## src/isc_pkg.sv

```systemverilog
// Constants, types and state record for the I2C timing and FIFO counter block.
// Assumes one 125 MHz APB clock pclk and an active-low asynchronous reset.

package isc_pkg;

  // ****************************************************************
  // Register map and reset values
  // ****************************************************************
  localparam logic [31:0] ADDR_HI_DIV  = 32'h8002_080C;
  localparam logic [31:0] ADDR_LO_DIV  = 32'h8002_0810;
  localparam logic [31:0] ADDR_OWN     = 32'h8002_0814;
  localparam logic [31:0] ADDR_RX_LVL  = 32'h8002_0818;
  localparam logic [31:0] ADDR_TX_LVL  = 32'h8002_081C;
  localparam logic [31:0] ADDR_RX_CNT  = 32'h8002_0820;
  localparam logic [31:0] ADDR_TX_CNT  = 32'h8002_0824;
  localparam logic [31:0] ADDR_TT_PORT = 32'h8002_0828;
  localparam logic [31:0] ADDR_TT_LVL  = 32'h8002_082C;
  localparam logic [31:0] ADDR_CTRL    = 32'h8002_0830;
  localparam logic [31:0] ADDR_TX_DATA = 32'h8002_0834;
  localparam logic [31:0] ADDR_RX_DATA = 32'h8002_0838;
  localparam logic [14:0] DIV_RESET    = 15'h752E;
  localparam logic [6:0]  OWN_RESET    = 7'h1A;
  localparam int          CTRL_MEN     = 0;
  localparam int          CTRL_TEN     = 1;
  localparam int          CTRL_SRST    = 8;
  localparam int          FIFO_DEPTH   = 16;
  localparam int          LVL_W        = 5;
  localparam logic [3:0]  ACK_BIT      = 4'h8;
  localparam logic [2:0]  LAST_BIT     = 3'h7;

  // ****************************************************************
  // State machines and the state record of the top module
  // ****************************************************************
  typedef enum logic [2:0] {M_IDLE, M_START, M_LOW, M_HIGH, M_STOP1, M_STOP2} isc_mst_t;
  typedef enum logic [2:0] {T_IDLE, T_ADDR, T_ACK, T_RX, T_TX, T_TXACK} isc_tgt_t;

  typedef struct packed {
    isc_mst_t    mst;
    isc_tgt_t    tgt;
    logic [14:0] hi;
    logic [14:0] lo;
    logic [6:0]  own;
    logic        men;
    logic        ten;
    logic        srst;
    logic [14:0] cnt;
    logic [3:0]  mbit;
    logic [7:0]  msh;
    logic        mscl;
    logic        msda;
    logic [2:0]  tbit;
    logic [7:0]  tsh;
    logic        tsda;
    logic        ackd;
    logic        rw;
    logic        tack;
    logic [6:0]  rxc;
    logic [6:0]  txc;
    logic        scl_q;
    logic        sda_q;
    logic        sda_oe;
    logic        lvl;
    logic        pready;
    logic        pslverr;
    logic [31:0] prdata;
  } isc_st_t;

endpackage

```

## src/isc_sync.sv

```systemverilog
// Two-stage synchroniser for pin levels entering the pclk domain.
// Assumes the inputs are asynchronous levels; nothing reads stage one.
`timescale 1ns/1ps

module isc_sync #(
  parameter int W = 2
) (
  input  wire logic         clk,
  input  wire logic         rst_n,
  input  wire logic [W-1:0] d,
  output logic      [W-1:0] q
);

  logic [W-1:0] meta_reg;

  // Idle bus level is high, so both stages reset to ones.
  always_ff @(posedge clk or negedge rst_n)
  begin
    if (!rst_n)
    begin
      meta_reg <= '1;
      q        <= '1;
    end
    else
    begin
      meta_reg <= d;
      q        <= meta_reg;
    end
  end

endmodule // isc_sync

```

## src/isc_fifo.sv

```systemverilog
// Byte FIFO with a fill level, first-word fall-through read and a flush.
// Assumes push and pop come from logic on the same clock.
`timescale 1ns/1ps

module isc_fifo #(
  parameter int W     = 8,
  parameter int DEPTH = isc_pkg::FIFO_DEPTH,
  parameter int LW    = isc_pkg::LVL_W
) (
  input  wire logic          clk,
  input  wire logic          rst_n,
  input  wire logic          flush,
  input  wire logic          push,
  input  wire logic [W-1:0]  din,
  input  wire logic          pop,
  output logic      [W-1:0]  dout,
  output logic      [LW-1:0] level,
  output logic               full,
  output logic               empty
);

  logic [W-1:0]  mem [DEPTH];
  logic [LW-2:0] wr_reg;
  logic [LW-2:0] rd_reg;
  logic          do_push;
  logic          do_pop;

  // Pushes into a full FIFO and pops from an empty one are dropped.
  assign full    = (level == LW'(DEPTH));
  assign empty   = (level == '0);
  assign do_push = push && !full;
  assign do_pop  = pop && !empty;
  assign dout    = mem[rd_reg];

  // Level moves in the cycle of the push or pop; flush wins over both.
  always_ff @(posedge clk or negedge rst_n)
  begin
    if (!rst_n)
    begin
      wr_reg <= '0;
      rd_reg <= '0;
      level  <= '0;
    end
    else if (flush)
    begin
      wr_reg <= '0;
      rd_reg <= '0;
      level  <= '0;
    end
    else
    begin
      if (do_push)
      begin
        wr_reg <= wr_reg + 1'b1;
      end
      if (do_pop)
      begin
        rd_reg <= rd_reg + 1'b1;
      end
      level <= level + LW'(do_push) - LW'(do_pop);
    end
  end

  // Storage needs no reset; an ADDR_RX_DATA read while empty can return an unwritten word.
  always_ff @(posedge clk)
  begin
    if (do_push)
    begin
      mem[wr_reg] <= din;
    end
  end

endmodule // isc_fifo

```

## src/isc_top.sv

```systemverilog
// I2C SCL timing engine, own-address target and FIFO fill and byte counters.
// Assumes an APB master on pclk and open-drain SCL and SDA resolved outside.
//
// Chosen here: register access over APB.
`timescale 1ns/1ps

module isc_top (
  input  wire logic        pclk,
  input  wire logic        presetn,
  input  wire logic        psel,
  input  wire logic        penable,
  input  wire logic        pwrite,
  input  wire logic [31:0] paddr,
  input  wire logic [31:0] pwdata,
  output logic      [31:0] prdata,
  output logic             pready,
  output logic             pslverr,
  input  wire logic        scl_i,
  output logic             scl_o,
  output logic             scl_oe,
  input  wire logic        sda_i,
  output logic             sda_o,
  output logic             sda_oe
);

  // ****************************************************************
  // Declarations
  // ****************************************************************
  isc_pkg::isc_st_t s;
  isc_pkg::isc_st_t n;
  logic [1:0] pins_s;
  logic       scl_s;
  logic       sda_s;
  logic       rise;
  logic       fall;
  logic       start_det;
  logic       stop_det;
  logic       acc;
  logic       done_h;
  logic       tx_push;
  logic       tx_pop;
  logic       rx_push;
  logic       rx_pop;
  logic       tt_push;
  logic       tt_pop;
  logic [7:0] rx_din;
  logic [7:0] tx_dout;
  logic [7:0] rx_dout;
  logic [7:0] tt_dout;
  logic [4:0] tx_lvl;
  logic [4:0] rx_lvl;
  logic [4:0] tt_lvl;
  logic       tx_full;
  logic       tx_empty;
  logic       rx_full;
  logic       rx_empty;
  logic       tt_full;
  logic       tt_empty;

  // ****************************************************************
  // Pin synchronisers and FIFOs
  // ****************************************************************
  isc_sync #(.W(2)) u_sync (
    .clk   (pclk),
    .rst_n (presetn),
    .d     ({scl_i, sda_i}),
    .q     (pins_s)
  );

  // Master transmit FIFO, sixteen bytes deep.
  isc_fifo u_tx (
    .clk   (pclk),
    .rst_n (presetn),
    .flush (s.srst),
    .push  (tx_push),
    .din   (pwdata[7:0]),
    .pop   (tx_pop),
    .dout  (tx_dout),
    .level (tx_lvl),
    .full  (tx_full),
    .empty (tx_empty)
  );

  isc_fifo u_rx (
    .clk   (pclk),
    .rst_n (presetn),
    .flush (s.srst),
    .push  (rx_push),
    .din   (rx_din),
    .pop   (rx_pop),
    .dout  (rx_dout),
    .level (rx_lvl),
    .full  (rx_full),
    .empty (rx_empty)
  );

  isc_fifo u_tt (
    .clk   (pclk),
    .rst_n (presetn),
    .flush (s.srst),
    .push  (tt_push),
    .din   (pwdata[7:0]),
    .pop   (tt_pop),
    .dout  (tt_dout),
    .level (tt_lvl),
    .full  (tt_full),
    .empty (tt_empty)
  );

  // Edge and bus-condition detection on the synchronised pins only.
  assign scl_s     = pins_s[1];
  assign sda_s     = pins_s[0];
  assign rise      = scl_s && !s.scl_q;
  assign fall      = !scl_s && s.scl_q;
  assign start_det = scl_s && s.scl_q && s.sda_q && !sda_s;
  assign stop_det  = scl_s && s.scl_q && !s.sda_q && sda_s;
  assign acc       = psel && penable && s.pready;

  // ****************************************************************
  // Next-state logic
  // ****************************************************************
  always_comb
  begin
    n       = s;
    n.srst  = 1'b0;
    n.pready  = 1'b0;
    n.pslverr = 1'b0;
    n.scl_q = scl_s;
    n.sda_q = sda_s;
    tx_push = 1'b0;
    tx_pop  = 1'b0;
    rx_push = 1'b0;
    rx_pop  = 1'b0;
    tt_push = 1'b0;
    tt_pop  = 1'b0;
    rx_din  = 8'h00;
    done_h  = 1'b0;

    // One wait state: read data is captured as pready rises. Reserved bits read zero.
    if (psel && penable && !s.pready)
    begin
      n.pready = 1'b1;
      n.prdata = 32'h0000_0000;
      case (paddr)
        isc_pkg::ADDR_HI_DIV:  n.prdata[14:0] = s.hi;
        isc_pkg::ADDR_LO_DIV:  n.prdata[14:0] = s.lo;
        isc_pkg::ADDR_OWN:     n.prdata[6:0]  = s.own;
        isc_pkg::ADDR_RX_LVL:  n.prdata[4:0]  = rx_lvl;
        isc_pkg::ADDR_TX_LVL:  n.prdata[4:0]  = tx_lvl;
        isc_pkg::ADDR_RX_CNT:  n.prdata[6:0]  = s.rxc;
        isc_pkg::ADDR_TX_CNT:  n.prdata[6:0]  = s.txc;
        isc_pkg::ADDR_TT_LVL:  n.prdata[4:0]  = tt_lvl;
        isc_pkg::ADDR_CTRL:    n.prdata[1:0]  = {s.ten, s.men};
        isc_pkg::ADDR_RX_DATA: n.prdata[7:0]  = rx_dout;
        isc_pkg::ADDR_TT_PORT, isc_pkg::ADDR_TX_DATA: n.prdata = 32'h0000_0000;
        default:               n.pslverr      = 1'b1;
      endcase
    end

    // Writes act at the completing edge; reserved bits are dropped.
    if (acc && pwrite)
    begin
      case (paddr)
        isc_pkg::ADDR_HI_DIV:  n.hi = pwdata[14:0];
        isc_pkg::ADDR_LO_DIV:  n.lo = pwdata[14:0];
        isc_pkg::ADDR_OWN:     n.own = pwdata[6:0];
        isc_pkg::ADDR_TT_PORT: tt_push = !tt_full;
        isc_pkg::ADDR_TX_DATA: tx_push = !tx_full;
        isc_pkg::ADDR_CTRL:
        begin
          n.men  = pwdata[isc_pkg::CTRL_MEN];
          n.ten  = pwdata[isc_pkg::CTRL_TEN];
          n.srst = pwdata[isc_pkg::CTRL_SRST];
        end
        default: n.srst = 1'b0;
      endcase
    end
    if (acc && !pwrite && paddr == isc_pkg::ADDR_RX_DATA)
    begin
      rx_pop = !rx_empty;
    end

    // Master: each SCL phase after the start hold is counted from the sensed pin level; M_START counts every cycle.
    case (s.mst)
      isc_pkg::M_IDLE:
      begin
        if (s.men && !tx_empty && s.tgt == isc_pkg::T_IDLE && scl_s && sda_s)
        begin
          n.msda = 1'b1;
          n.cnt  = 15'h0000;
          n.txc  = 7'h00;
          n.mst  = isc_pkg::M_START;
        end
      end
      isc_pkg::M_START:
      begin
        n.cnt = s.cnt + 15'h0001;
        if (n.cnt >= s.hi)
        begin
          n.mscl = 1'b1;
          n.cnt  = 15'h0000;
          n.msh  = tx_dout;
          tx_pop = 1'b1;
          n.mbit = 4'h0;
          n.mst  = isc_pkg::M_LOW;
        end
      end
      isc_pkg::M_LOW, isc_pkg::M_STOP1:
      begin
        if (!scl_s)
        begin
          if (s.cnt == 15'h0000)
          begin
            n.msda = (s.mst == isc_pkg::M_STOP1) ||
                     (s.mbit != isc_pkg::ACK_BIT && !s.msh[7]);
          end
          n.cnt = s.cnt + 15'h0001;
          if (n.cnt >= s.lo)
          begin
            n.mscl = 1'b0;
            n.cnt  = 15'h0000;
            n.mst  = (s.mst == isc_pkg::M_LOW) ? isc_pkg::M_HIGH : isc_pkg::M_STOP2;
          end
        end
      end
      isc_pkg::M_HIGH:
      begin
        // Another master pulling SCL low ends our high phase early.
        if (scl_s)
        begin
          n.cnt  = s.cnt + 15'h0001;
          done_h = (n.cnt >= s.hi);
        end
        else
        begin
          done_h = (s.cnt != 15'h0000);
        end
        if (done_h)
        begin
          n.mscl = 1'b1;
          n.cnt  = 15'h0000;
          n.mst  = isc_pkg::M_LOW;
          if (s.mbit == isc_pkg::ACK_BIT)
          begin
            n.txc = s.txc + 7'h01;
            if (!tx_empty && !sda_s)
            begin
              n.msh  = tx_dout;
              tx_pop = 1'b1;
              n.mbit = 4'h0;
            end
            else
            begin
              n.mst = isc_pkg::M_STOP1;
            end
          end
          else
          begin
            n.mbit = s.mbit + 4'h1;
            n.msh  = {s.msh[6:0], 1'b0};
          end
        end
      end
      isc_pkg::M_STOP2:
      begin
        if (scl_s)
        begin
          n.cnt = s.cnt + 15'h0001;
          if (n.cnt >= s.hi)
          begin
            n.msda = 1'b0;
            n.cnt  = 15'h0000;
            n.mst  = isc_pkg::M_IDLE;
          end
        end
      end
      default: n.mst = isc_pkg::M_IDLE;
    endcase

    // Target: a stop, or a start while the master is idle, overrides whatever byte is in progress.
    if (start_det && s.mst == isc_pkg::M_IDLE)
    begin
      n.tgt  = isc_pkg::T_ADDR;
      n.tbit = 3'h0;
      n.tsda = 1'b0;
    end
    else if (stop_det)
    begin
      n.tgt  = isc_pkg::T_IDLE;
      n.tsda = 1'b0;
    end
    else
    begin
      case (s.tgt)
        isc_pkg::T_ADDR, isc_pkg::T_RX:
        begin
          if (rise)
          begin
            n.tsh  = {s.tsh[6:0], sda_s};
            n.tbit = s.tbit + 3'h1;
            if (s.tbit == isc_pkg::LAST_BIT)
            begin
              n.ackd = 1'b0;
              n.tgt  = isc_pkg::T_ACK;
              if (s.tgt == isc_pkg::T_ADDR)
              begin
                if (s.ten && n.tsh[7:1] == s.own)
                begin
                  n.rw  = n.tsh[0];
                  n.rxc = n.tsh[0] ? s.rxc : 7'h00;
                  n.txc = n.tsh[0] ? 7'h00 : s.txc;
                end
                else
                begin
                  n.tgt = isc_pkg::T_IDLE;
                end
              end
              else
              begin
                rx_push = 1'b1;
                rx_din  = n.tsh;
                n.rxc   = s.rxc + 7'h01;
              end
            end
          end
        end
        isc_pkg::T_ACK:
        begin
          if (fall && !s.ackd)
          begin
            n.tsda = 1'b1;
            n.ackd = 1'b1;
          end
          else if (fall)
          begin
            n.tbit = 3'h0;
            n.tsda = 1'b0;
            n.tgt  = isc_pkg::T_RX;
            if (s.rw)
            begin
              // An empty target FIFO sends all ones rather than stale data.
              n.tsh  = tt_empty ? 8'hFF : tt_dout;
              tt_pop = 1'b1;
              n.tsda = !n.tsh[7];
              n.tgt  = isc_pkg::T_TX;
            end
          end
        end
        isc_pkg::T_TX:
        begin
          if (fall)
          begin
            n.tbit = s.tbit + 3'h1;
            if (s.tbit == isc_pkg::LAST_BIT)
            begin
              n.tsda = 1'b0;
              n.txc  = s.txc + 7'h01;
              n.tgt  = isc_pkg::T_TXACK;
            end
            else
            begin
              n.tsh  = {s.tsh[6:0], 1'b0};
              n.tsda = !n.tsh[7];
            end
          end
        end
        isc_pkg::T_TXACK:
        begin
          if (rise)
          begin
            n.tack = !sda_s;
          end
          else if (fall && s.tack)
          begin
            n.tsh  = tt_empty ? 8'hFF : tt_dout;
            tt_pop = 1'b1;
            n.tsda = !n.tsh[7];
            n.tbit = 3'h0;
            n.tgt  = isc_pkg::T_TX;
          end
          else if (fall)
          begin
            n.tgt = isc_pkg::T_IDLE;
          end
        end
        default: n.tgt = isc_pkg::T_IDLE;
      endcase
    end

    // Soft reset keeps divisors and own address; it idles both machines and clears SCL/SDA drive, cnt, rxc, txc, men, ten and the FIFOs.
    if (s.srst)
    begin
      n.mst  = isc_pkg::M_IDLE;
      n.tgt  = isc_pkg::T_IDLE;
      n.mscl = 1'b0;
      n.msda = 1'b0;
      n.tsda = 1'b0;
      n.cnt  = 15'h0000;
      n.rxc  = 7'h00;
      n.txc  = 7'h00;
      n.men  = 1'b0;
      n.ten  = 1'b0;
    end
    n.sda_oe = n.msda || n.tsda;
    n.lvl    = 1'b0;
  end

  // ****************************************************************
  // State register
  // ****************************************************************
  always_ff @(posedge pclk or negedge presetn)
  begin
    if (!presetn)
    begin
      s       <= '0;
      s.hi    <= isc_pkg::DIV_RESET;
      s.lo    <= isc_pkg::DIV_RESET;
      s.own   <= isc_pkg::OWN_RESET;
      s.scl_q <= 1'b1;
      s.sda_q <= 1'b1;
      s.mst   <= isc_pkg::M_IDLE;
      s.tgt   <= isc_pkg::T_IDLE;
    end
    else
    begin
      s <= n;
    end
  end

  // Outputs come straight from the state register.
  assign prdata  = s.prdata;
  assign pready  = s.pready;
  assign pslverr = s.pslverr;
  assign scl_o   = s.lvl;
  assign scl_oe  = s.mscl;
  assign sda_o   = s.lvl;
  assign sda_oe  = s.sda_oe;
endmodule // isc_top

```

## config.mk

```make
export PLATFORM = sky130hd
export DESIGN_NAME = isc_top
export DESIGN_NICKNAME = d
export VERILOG_FILES = /design/src/isc_pkg.sv /design/src/isc_sync.sv /design/src/isc_fifo.sv /design/src/isc_top.sv
export SDC_FILE = /design/constraint.sdc
export NUM_CORES = 1
export LEC_CHECK = 0
export BUFFER_PORTS_ARGS = -buffer_cell sky130_fd_sc_hd__buf_4
export CORE_MARGIN = 1.5
export CORE_UTILIZATION = 45
export CTS_BUF_LIST = sky130_fd_sc_hd__clkbuf_4 sky130_fd_sc_hd__clkbuf_8
export CTS_CLUSTER_SIZE = 10
export DETAILED_ROUTE_END_ITERATION = 8
export PLACE_DENSITY = 0.72
export SYNTH_ARGS = -nofsm -noshare
export SYNTH_HDL_FRONTEND = slang
export SYNTH_SLANG_ARGS = --single-unit
```

## constraint.sdc

```tcl
create_clock -name pclk -period 4.25 [get_ports pclk]
set_input_delay 0.425 -clock pclk [delete_from_list [all_inputs] [get_ports pclk]]
set_output_delay 0.425 -clock pclk [all_outputs]
set_load 0.02 [all_outputs]
```

**After elaboration in Yosys (flattened, before gate mapping)**

Memory sizes are Yosys's and may differ from the RTL's.
Cells that the tools add are included.

- Add/subtract/negate cells: 17
- Order comparisons: 2
- Equal/unequal tests: 70
- Mux-type cells: 155
- Bitwise logic cells: 2
- Reductions and logical operators: 89

Operator list:

| operator | count |
|---|---|
| $eq A32 B32 Y1 const B | 12 |
| $mux W15 | 7 |
| $mux W14 | 6 |
| $mux W3 | 25 |
| $pmux W15 S5 | 1 |
| $mux W12 | 6 |
| $mux W7 | 10 |
| $mux W8 | 8 |
| $mux W28 | 2 |
| $mux W4 | 12 |
| $mux W1 | 45 |
| $pmux W11 S4 | 1 |
| $ne A3 B3 Y1 const B | 14 |
| $pmux W7 S2 | 3 |
| $ne A5 B5 Y1 const B | 7 |
| $mux W34 | 1 |
| $mux W11 | 3 |
| $ge A15 B15 Y1 | 2 |
| $logic_and A1 B1 Y1 | 29 |
| $add A4 B1 Y4 const B | 7 |
| $ne A2 B2 Y1 const B | 14 |
| $pmux W3 S9 | 1 |
| $reduce_bool A2 Y1 | 13 |
| $pmux W12 S2 | 1 |
| other kinds (46) | 105 |

- Register bits: 167
- Bits in writable memories: 384
- Bits of input ports: 71
- Word-level logic and storage cells: 376
- Memories: 3

Memory list:

| name | depth | width | read ports | clocked after Yosys merged registers in | write ports | RTL line | source |
|---|---|---|---|---|---|---|---|
| u_rx.mem | 16 | 8 | 1 | 0 | 1 | isc_fifo.sv:22 | `logic [W-1:0] mem [DEPTH];` |
| u_tt.mem | 16 | 8 | 1 | 0 | 1 | isc_fifo.sv:22 |  |
| u_tx.mem | 16 | 8 | 1 | 0 | 1 | isc_fifo.sv:22 |  |

**Logic depth before layout (Yosys ltp)**

Gate-level depths: netlist of the first run.

- Depth after elaboration: 16
- Gate-level depth with buffers: 24
- Mapped depth without buffers: 24

**Cells and area by module**

A second synthesis of the first run with hierarchy kept.

- Cell total of the unflattened synthesis: 1947
- Area, all modules: 25999.9 µm²

By module, submodules not included:

| module | instances | cells an instance | area each (µm²) | sequential area each (µm²) |
|---|---|---|---|---|
| isc_fifo | 3 | 337 | 5846.9 | 4169.0 |
| isc_top | 1 | 932 | 8354.3 | 3106.7 |
| isc_sync | 1 | 4 | 105.1 | 105.1 |

**Worst setup path before layout of the first run**

No wires, ideal clock.

- Kind: reg2reg
- Start point: register s[81] (netlist bit)
- End point: register u_tx.level[4]
- Arrival time: 4.330 ns
- Data required time: 4.172 ns
- Slack: -0.158 ns
- Cell stages (with the launch flop): 25
- Path through: dfrtp_1 -> ha_1 -> nand3_1 -> nor2_1 -> and3_1 -> and3_2 -> nand3_1 -> xnor2_1 -> ha_1 -> a21oi_1 -> o21ai_0 -> a21oi_1 -> o21ai_1 -> a22oi_1 -> nor2_1 -> ha_1 -> inv_1 -> ha_1 -> inv_1 -> fa_1 -> inv_1 -> a21oi_1 -> nor2_1 -> or3_1 -> a21oi_1

- Longest elaborated chain between the ends: 9

Ends and longest elaborated chain:

| element | RTL line | source |
|---|---|---|
| start: declaration | isc_top.sv:29 | `isc_pkg::isc_st_t s;` |
| start signal: assignment | isc_top.sv:426 | `s <= n;` |
| $add A15 B1 Y15 | isc_top.sv:197, isc_top.sv:231 |  |
| $ge A15 B15 Y1 | isc_top.sv:198, isc_top.sv:232 |  |
| $mux W1 | isc_top.sv:229 | `if (scl_s)` |
| $mux W1 | isc_top.sv:184 | `case (s.mst)` |
| $mux W1 | isc_top.sv:238 | `if (done_h)` |
| $pmux W1 S2 * | isc_top.sv:184 |  |
| $logic_and A1 B1 Y1 * | isc_fifo.sv:32 | `assign do_pop = pop && !empty;` |
| $sub A5 B1 Y5 * | isc_fifo.sv:60 | `level <= level + LW'(do_push) - LW'(do_pop);` |
| $mux W5 * | isc_fifo.sv:44 | `else if (flush)` |
| end signal: assignment | isc_fifo.sv:60 |  |
| end: declaration | isc_fifo.sv:17 | `output logic [LW-1:0] level,` |

Mark *: on every way between the ends. The rest lies on a longest branch, timed or not. The select of a mux whose other input is x is not followed.
A chain may end at the register's enable or synchronous reset.

**Worst setup path after layout of the first run**

Same ends and word-level chain as after synthesis.

==> impl_metrics.env, run 1 <==
export IMPL_grt_max_degree=102
export IMPL_reg2regPathDepth=25
export IMPL_end_kind="flip-flop"
export IMPL_maxSlewViolCount=0
export IMPL_cp_common_cell="a21oi_2"
export IMPL_post_place_cells=2645
export IMPL_tightestPinTransition_ns=0.9531
export IMPL_timing_fmax_mhz=235.7
export IMPL_first_iter_violations=1548
export IMPL_finalCritPeriodShare_pct=99.83
export IMPL_dieArea_um2=57990
export IMPL_fin_hold_ws_ns=0.1276
export IMPL_io_buffers=72
export IMPL_routed_via_count=16270
export IMPL_synth_top_area_share_pct=45.31
export IMPL_layout_drive_gt1_share_pct=24.16
export IMPL_synth_edff_count=384
export IMPL_slowest_stage="dfrtp_1"
export IMPL_p_per_area_nw_per_um2=378.3
export IMPL_wl_per_cell_um=20.83
export IMPL_setup_viol=0
export IMPL_hold_path_class="in2reg"
export IMPL_synth_area_per_cell_um2=13.65
export IMPL_clk_pin_slew_worst_paths_ns=0.06
export IMPL_syn_area_um2=25450
export IMPL_reg2reg_from="s[81]$_DFFE_PN0P_"
export IMPL_area_growth_syn_to_layout_pct=13.91
export IMPL_ys_seq_area_share_pct=61.77
export IMPL_drc_errors=0
export IMPL_final_cells=2828
export IMPL_grt_pass1_wl_um=91300
export IMPL_cts_buffer_depth=3
export IMPL_io_pins=109
export IMPL_ir_worst_vdd_uv=266.6
export IMPL_wl_met2_um=27930
export IMPL_viasPerCell=5.755
export IMPL_yosys_top_cells_count="384 x edfxtp_1, 139 x dfrtp_1, 133 x nand2_1"
export IMPL_drt_pre_antenna_iters=6
export IMPL_r2r_slack_ns=0.007
export IMPL_insertion_delay_ns=0.70
export IMPL_setup_worst_path_start="s[81]$_DFFE_PN0P_"
export IMPL_synth_seq_cells=550
export IMPL_critPathMaxFanout=3
export IMPL_yosysMostFrequentCell="edfxtp_1"
export IMPL_cts_max_level=3
export IMPL_antenna_found_initial=1
export IMPL_critPathKind="reg2reg"
export IMPL_ant_nets=0
export IMPL_critPathLaunchType="flip-flop"
export IMPL_synthCells=1865
export IMPL_critPathArrivalTime_ns=4.88
export IMPL_gp_congestion=0.8771
export IMPL_place_hpwl_um=38770
export IMPL_status="completed"
export IMPL_crit_path_end="u_tx.level[4]$_DFF_PN0_"
export IMPL_cpPeakStageDelay_ns=0.36
export IMPL_dieWidth_um=240.8
export IMPL_rsz0062_at_grt="yes"
export IMPL_grt_overflow=0
export IMPL_hold_viol_final=0
export IMPL_yosys_area_top_type="edfxtp_1"
export IMPL_drv_cap=0
export IMPL_cts_sinks=550
export IMPL_p_leak_uw=0.01082
export IMPL_layout_nets=2153
export IMPL_track_usage_pct=20.58
export IMPL_reg_top3="u_rx.mem (128), u_tt.mem (128), u_tx.mem (128)"
export IMPL_hp_start="paddr[5]"
export IMPL_synthFlopType="edfxtp_1"
export IMPL_die_h_um=240.8
export IMPL_fin_skew_ns=0.05437
export IMPL_synth_distinct_cells=80
export IMPL_m1WireLength_um=25470
export IMPL_wirelength_um=58910
export IMPL_rows=86
export IMPL_cts_tree="done"
export IMPL_synth_area_leaders="edfxtp_1 45%, dfrtp_1 14%, mux4_2 7.5%"
export IMPL_crit_required_ns=4.88
export IMPL_cts_buffers=90
export IMPL_grt_pass1_vias=16280
export IMPL_nFillCells=4573
export IMPL_start_util_pct=45.83
export IMPL_maxUsedRoutingLayer="met4"
export IMPL_met3WireLength_um=4341
export IMPL_coreArea_um2=55520
export IMPL_cts_root_buf="clkbuf_8"
export IMPL_final_min_clock_period_ns=4.243
export IMPL_yosys_warnings=0
export IMPL_reg2reg_to="u_tx.level[4]$_DFF_PN0_"
export IMPL_async_flop_share_pct=30.18
export IMPL_relSlewSlack_pct=36.46
[cell type report]
class                           count  area [µm²]  area share (%)
Multi-Input combinational cell   1114        8980           30.98
Clock inverter                     34       241.5          0.8330
Sequential cell                   550       15720           54.24
Clock buffer                      128        1543           5.322
Tap cell                          748       935.9           3.228
Antenna cell                        2       5.005         0.01726
Timing Repair Buffer              156        1200           4.139
Inverter                           96       360.3           1.243
[critical path: cells and delay by family, from the launching register on]
| kind | cells | cell delay [ns] |
|---|---|---|
| compound gates | 7 | 0.94 |
| xor+xnor | 1 | 0.25 |
| fa+ha+maj | 5 | 1.10 |
| buf+inv | 4 | 0.31 |
| flops | 1 | 0.36 |
| simple gates | 8 | 1.21 |
[stage by stage]
step	cell area [µm²]	total power (µW)	utilization, %	TNS (ns)	setup slack [ns]
6_report	28990	10970	52.21	0	0.007069
5_1_grt	28990	11350	52.21	-0.2113	-0.1871
4_1_cts	28910	11060	52.07	0	0.01429
3_5_place_dp	26900	6483	48.46	-0.2192	-0.2012
3_3_place_gp	26900	6461	48.46	-0.02241	-0.02241
2_1_floorplan	25560	6287	-	0	0.001280
[placed cells by master, fill, tap and decap left out, types with 11 or more instances in the layout]
| cell | synthesis | layout |
|---|---|---|
| edfxtp_1 | 384 | 384 |
| buf_4 | 34 | 145 |
| dfrtp_1 | 139 | 135 |
| nand2_1 | 133 | 133 |
| nor2_1 | 126 | 123 |
| inv_1 | 94 | 93 |
| clkbuf_8 | 0 | 93 |
| mux4_2 | 85 | 85 |
| o21ai_0 | 78 | 77 |
| a21oi_1 | 75 | 71 |
| ha_1 | 71 | 67 |
| mux2_2 | 44 | 44 |
| mux2i_1 | 35 | 35 |
| clkbuf_4 | 0 | 35 |
| and2_1 | 27 | 27 |
| dfstp_2 | 27 | 27 |
| nand3_1 | 29 | 25 |
| nor3_1 | 24 | 24 |
| xor2_1 | 22 | 22 |
| and3_1 | 22 | 21 |
| xnor2_1 | 22 | 19 |
| conb_1 | 1 | 19 |
| nor2b_1 | 18 | 18 |
| clkinv_1 | 2 | 16 |
| nor4_1 | 17 | 16 |
| nand4_1 | 16 | 16 |
| o22ai_1 | 16 | 16 |
| a31oi_1 | 15 | 15 |
| a221oi_1 | 15 | 15 |
| o221ai_1 | 14 | 14 |
| o31ai_1 | 12 | 12 |
| a22o_1 | 12 | 12 |
| nand2b_1 | 11 | 11 |
| clkinv_2 | 0 | 11 |
[cells by family after synthesis]
group	share of synthesized area, %
multiplexers	10.85
adder cells (fa/ha/maj)	3.766
flip-flops	61.77
XOR/XNOR	1.514
AO/OA/AOI/OAI	8.624
other	0.01474
AND/OR/NAND/NOR	9.529
buffers and inverters	3.938
[how the worst min path moves through the flow]
stage | depth (start not counted) | slack, ns | end
2_1_floorplan | 0 | 0.13 | prdata[0]$_DFFE_PN0P_
3_3_place_gp | 0 | 0.35 | u_sync.q[1]$_DFF_PN1_
3_5_place_dp | 0 | 0.35 | u_sync.q[0]$_DFF_PN1_
4_1_cts | 3 | 0.07 | pslverr$_DFF_PN0_
5_1_grt | 3 | 0.10 | pslverr$_DFF_PN0_
6_report | 3 | 0.13 | pslverr$_DFF_PN0_
[power breakdown]
| group | switching [µW] | internal [µW] | leakage, µW | total (µW) |
|---|---|---|---|---|
| registers | 95.4 | 5790 | 0.00559 | 5890 |
| logic | 316 | 188 | 0.00427 | 505 |
| clock network | 2100 | 2480 | 0.000953 | 4570 |
| total | 2510 | 8460 | 0.0108 | 11000 |
[routing by layer]
metal	up-vias	track usage [%]
met3	104	3.877
met5	-	0
met2	692	32.92
met1	8162	28.62
li1	7316	-
met4	0	6.345
[repair_timing]
action,CTS,global route
hold buffers,10,0
pin swaps,10,6
hold endpoints to repair,95,0
buffers inserted,6,3
setup endpoints to repair,2,3
resized for setup,14,9
Power figures use the tool's default switching activity.
==> inputs of run 2 (changes only) <==
Settings changed: SETUP_SLACK_MARGIN set to 0.02.
==> run 2 against run 1 <==
  * Clock skew down 0.0035 ns
  * Worst hold slack lost 0.011 ns
  * Non-clock buffer count grew 3
  * First-iteration DRC count is 14% higher
  * Sequential share of layout area decreased by 0.089 points
  * Worst setup slack better by 0.067 ns
  * Critical endpoint unchanged
  * Highest routed layer unchanged
==> impl_metrics.env, run 2 (synthesized netlist as in run 1, its figures left out) <==
export IMPL_status="completed"
export IMPL_place_hpwl_um=38920
export IMPL_track_usage_pct=20.85
export IMPL_clk_pin_slew_worst_paths_ns=0.06
export IMPL_p_per_area_nw_per_um2=378.7
export IMPL_grt_pass1_wl_um=92310
export IMPL_critPathArrivalTime_ns=4.80
export IMPL_area_growth_syn_to_layout_pct=14.10
export IMPL_final_cell_mix="384 x edfxtp_1, 148 x buf_4, 135 x dfrtp_1, 131 x nand2_1, 121 x nor2_1"
export IMPL_viasPerCell=5.797
export IMPL_relSlewSlack_pct=37.45
export IMPL_layout_commonest_cell="edfxtp_1"
export IMPL_whs_endpoint="pslverr$_DFF_PN0_"
export IMPL_hold_path_class="in2reg"
export IMPL_io_pins=109
export IMPL_r2r_slack_ns=0.07
export IMPL_cpPeakStageDelay_ns=0.38
export IMPL_layout_drive_gt1_share_pct=24.44
export IMPL_insertion_delay_ns=0.71
export IMPL_drv_cap=0
export IMPL_path_buf_inv=4
export IMPL_rows=86
export IMPL_critPathKind="reg2reg"
export IMPL_hold_viol_final=0
export IMPL_maxSlewViolCount=0
export IMPL_tightestPinTransition_ns=0.9382
export IMPL_coreArea_um2=55520
export IMPL_setup_viol=0
export IMPL_wl_per_cell_um=20.97
export IMPL_finalCritPeriodShare_pct=98.27
export IMPL_critPathLaunchType="flip-flop"
export IMPL_crit_required_ns=4.87
export IMPL_reg2reg_to="u_tx.level[4]$_DFF_PN0_"
export IMPL_grt_max_degree=102
export IMPL_io_buffers=72
export IMPL_cp_common_cell="a21oi_2"
export IMPL_multi_input_area_um2=8991
export IMPL_routed_via_count=16420
export IMPL_drt_pre_antenna_iters=8
export IMPL_slowest_stage="or3_4"
export IMPL_reg2reg_from="s[82]$_DFFE_PN0P_"
export IMPL_dieWidth_um=240.8
export IMPL_ir_worst_vdd_uv=216.1
export IMPL_antenna_found_initial=1
export IMPL_timing_fmax_mhz=239.4
export IMPL_wirelength_um=59390
export IMPL_cts_tree="done"
export IMPL_power_total_uw=11000
export IMPL_dieArea_um2=57990
export IMPL_ant_nets=0
export IMPL_rsz0062_at_grt="yes"
export IMPL_first_iter_violations=1766
export IMPL_critPathMaxFanout=3
export IMPL_cts_max_level=3
export IMPL_cts_buffer_depth=3
export IMPL_final_core_util_pct=52.30
export IMPL_seqCellArea_um2=15720
export IMPL_cts_root_buf="clkbuf_8"
export IMPL_placed_area_um2=26910
export IMPL_grt_pass1_vias=16400
export IMPL_grt_overflow=0
export IMPL_start_util_pct=45.83
export IMPL_final_min_clock_period_ns=4.176
export IMPL_reg2regPathDepth=25
export IMPL_die_h_um=240.8
export IMPL_reg_top3="u_rx.mem (128), u_tt.mem (128), u_tx.mem (128)"
export IMPL_min_path_cells=3
export IMPL_crit_family="simple AND/OR/NAND/NOR gates"
export IMPL_fin_skew_ns=0.05083
export IMPL_p_leak_uw=0.01083
export IMPL_layout_nets=2155
export IMPL_gp_congestion=0.8659
export IMPL_cts_sinks=550
export IMPL_cts_buffers=89
export IMPL_end_kind="flip-flop"
export IMPL_final_cell_area_um2=29040
export IMPL_nFillCells=4529
export IMPL_hp_start="paddr[5]"
export IMPL_drc_errors=0
[run 2: through the flow]
| step | hold slack (ns) | TNS, ns | std cells | setup slack [ns] |
|---|---|---|---|---|
| 2_1_floorplan | 0.1294 | 0 | 1883 | 0.02273 |
| 3_3_place_gp | 0.3460 | 0 | 2644 | 0.02699 |
| 3_5_place_dp | 0.3481 | -0.08721 | 2644 | -0.08721 |
| 4_1_cts | 0.06837 | 0 | 2826 | 0.01639 |
| 5_1_grt | 0.1388 | -0.2511 | 2832 | -0.1428 |
| 6_report | 0.1167 | 0 | 2832 | 0.07366 |
[run 2: final cells by class]
type	instances	area share [%]
Timing Repair Buffer	159	4.210
Clock buffer	124	5.253
Sequential cell	550	54.15
Antenna cell	1	0.008618
Multi-Input combinational cell	1114	30.96
Clock inverter	40	0.9480
Inverter	96	1.241
Tap cell	748	3.223
[run 2: worst max-delay path by stage]
stage / startpoint / end / cells after the start
2_1_floorplan: s[81]$_DFFE_PN0P_ / u_tx.level[4]$_DFF_PN0_ / 24
3_3_place_gp: s[81]$_DFFE_PN0P_ / u_tx.level[4]$_DFF_PN0_ / 25
3_5_place_dp: s[82]$_DFFE_PN0P_ / u_tx.level[4]$_DFF_PN0_ / 25
4_1_cts: s[82]$_DFFE_PN0P_ / u_tx.level[4]$_DFF_PN0_ / 25
5_1_grt: s[82]$_DFFE_PN0P_ / u_tx.level[4]$_DFF_PN0_ / 25
6_report: s[82]$_DFFE_PN0P_ / u_tx.level[4]$_DFF_PN0_ / 25
[run 2: timing repair]
item / 4_1_cts / 5_1_grt
pin swaps: 15 / 16
hold buffers: 10 / 0
setup buffers: 8 / 5
hold endpoints to repair: 100 / 0
endpoints found under the setup margin: 1 / 5
resized for setup: 12 / 16
[run 2: metal layers]
| layer | vias up | global-route usage (%) | routed length, µm |
|---|---|---|---|
| met2 | 709 | 33.14 | 27820 |
| met1 | 8278 | 28.35 | 25320 |
| met3 | 99 | 4.381 | 4732 |
| li1 | 7331 | - | - |
| met5 | - | 0 | 0 |
| met4 | 0 | 7.746 | 1520 |
[run 2: worst register-to-register path, cell delays in order, from the launching register on]
cell      delay [ns]
dfrtp_1         0.36
ha_2            0.21
nand3_4         0.09
nor2_4          0.11
and3_4          0.19
and3_4          0.23
nand3_4         0.09
xnor2_2         0.17
ha_1            0.34
a21oi_2         0.16
o21ai_2         0.07
a21oi_2         0.12
buf_4           0.15
o211ai_1        0.13
a22oi_2         0.18
nor2_2          0.06
ha_1            0.27
inv_1           0.04
ha_2            0.17
inv_2           0.05
fa_2            0.20
inv_2           0.04
a21oi_2         0.11
nor2_2          0.06
or3_4           0.38
a21oi_2         0.13
[run 2: power by group]
| part | switching, µW | internal [µW] | leakage (µW) |
|---|---|---|---|
| combinational | 331 | 195 | 0.00429 |
| clock | 2140 | 2460 | 0.000944 |
| sequential | 74.8 | 5790 | 0.00559 |
| total | 2550 | 8450 | 0.0108 |
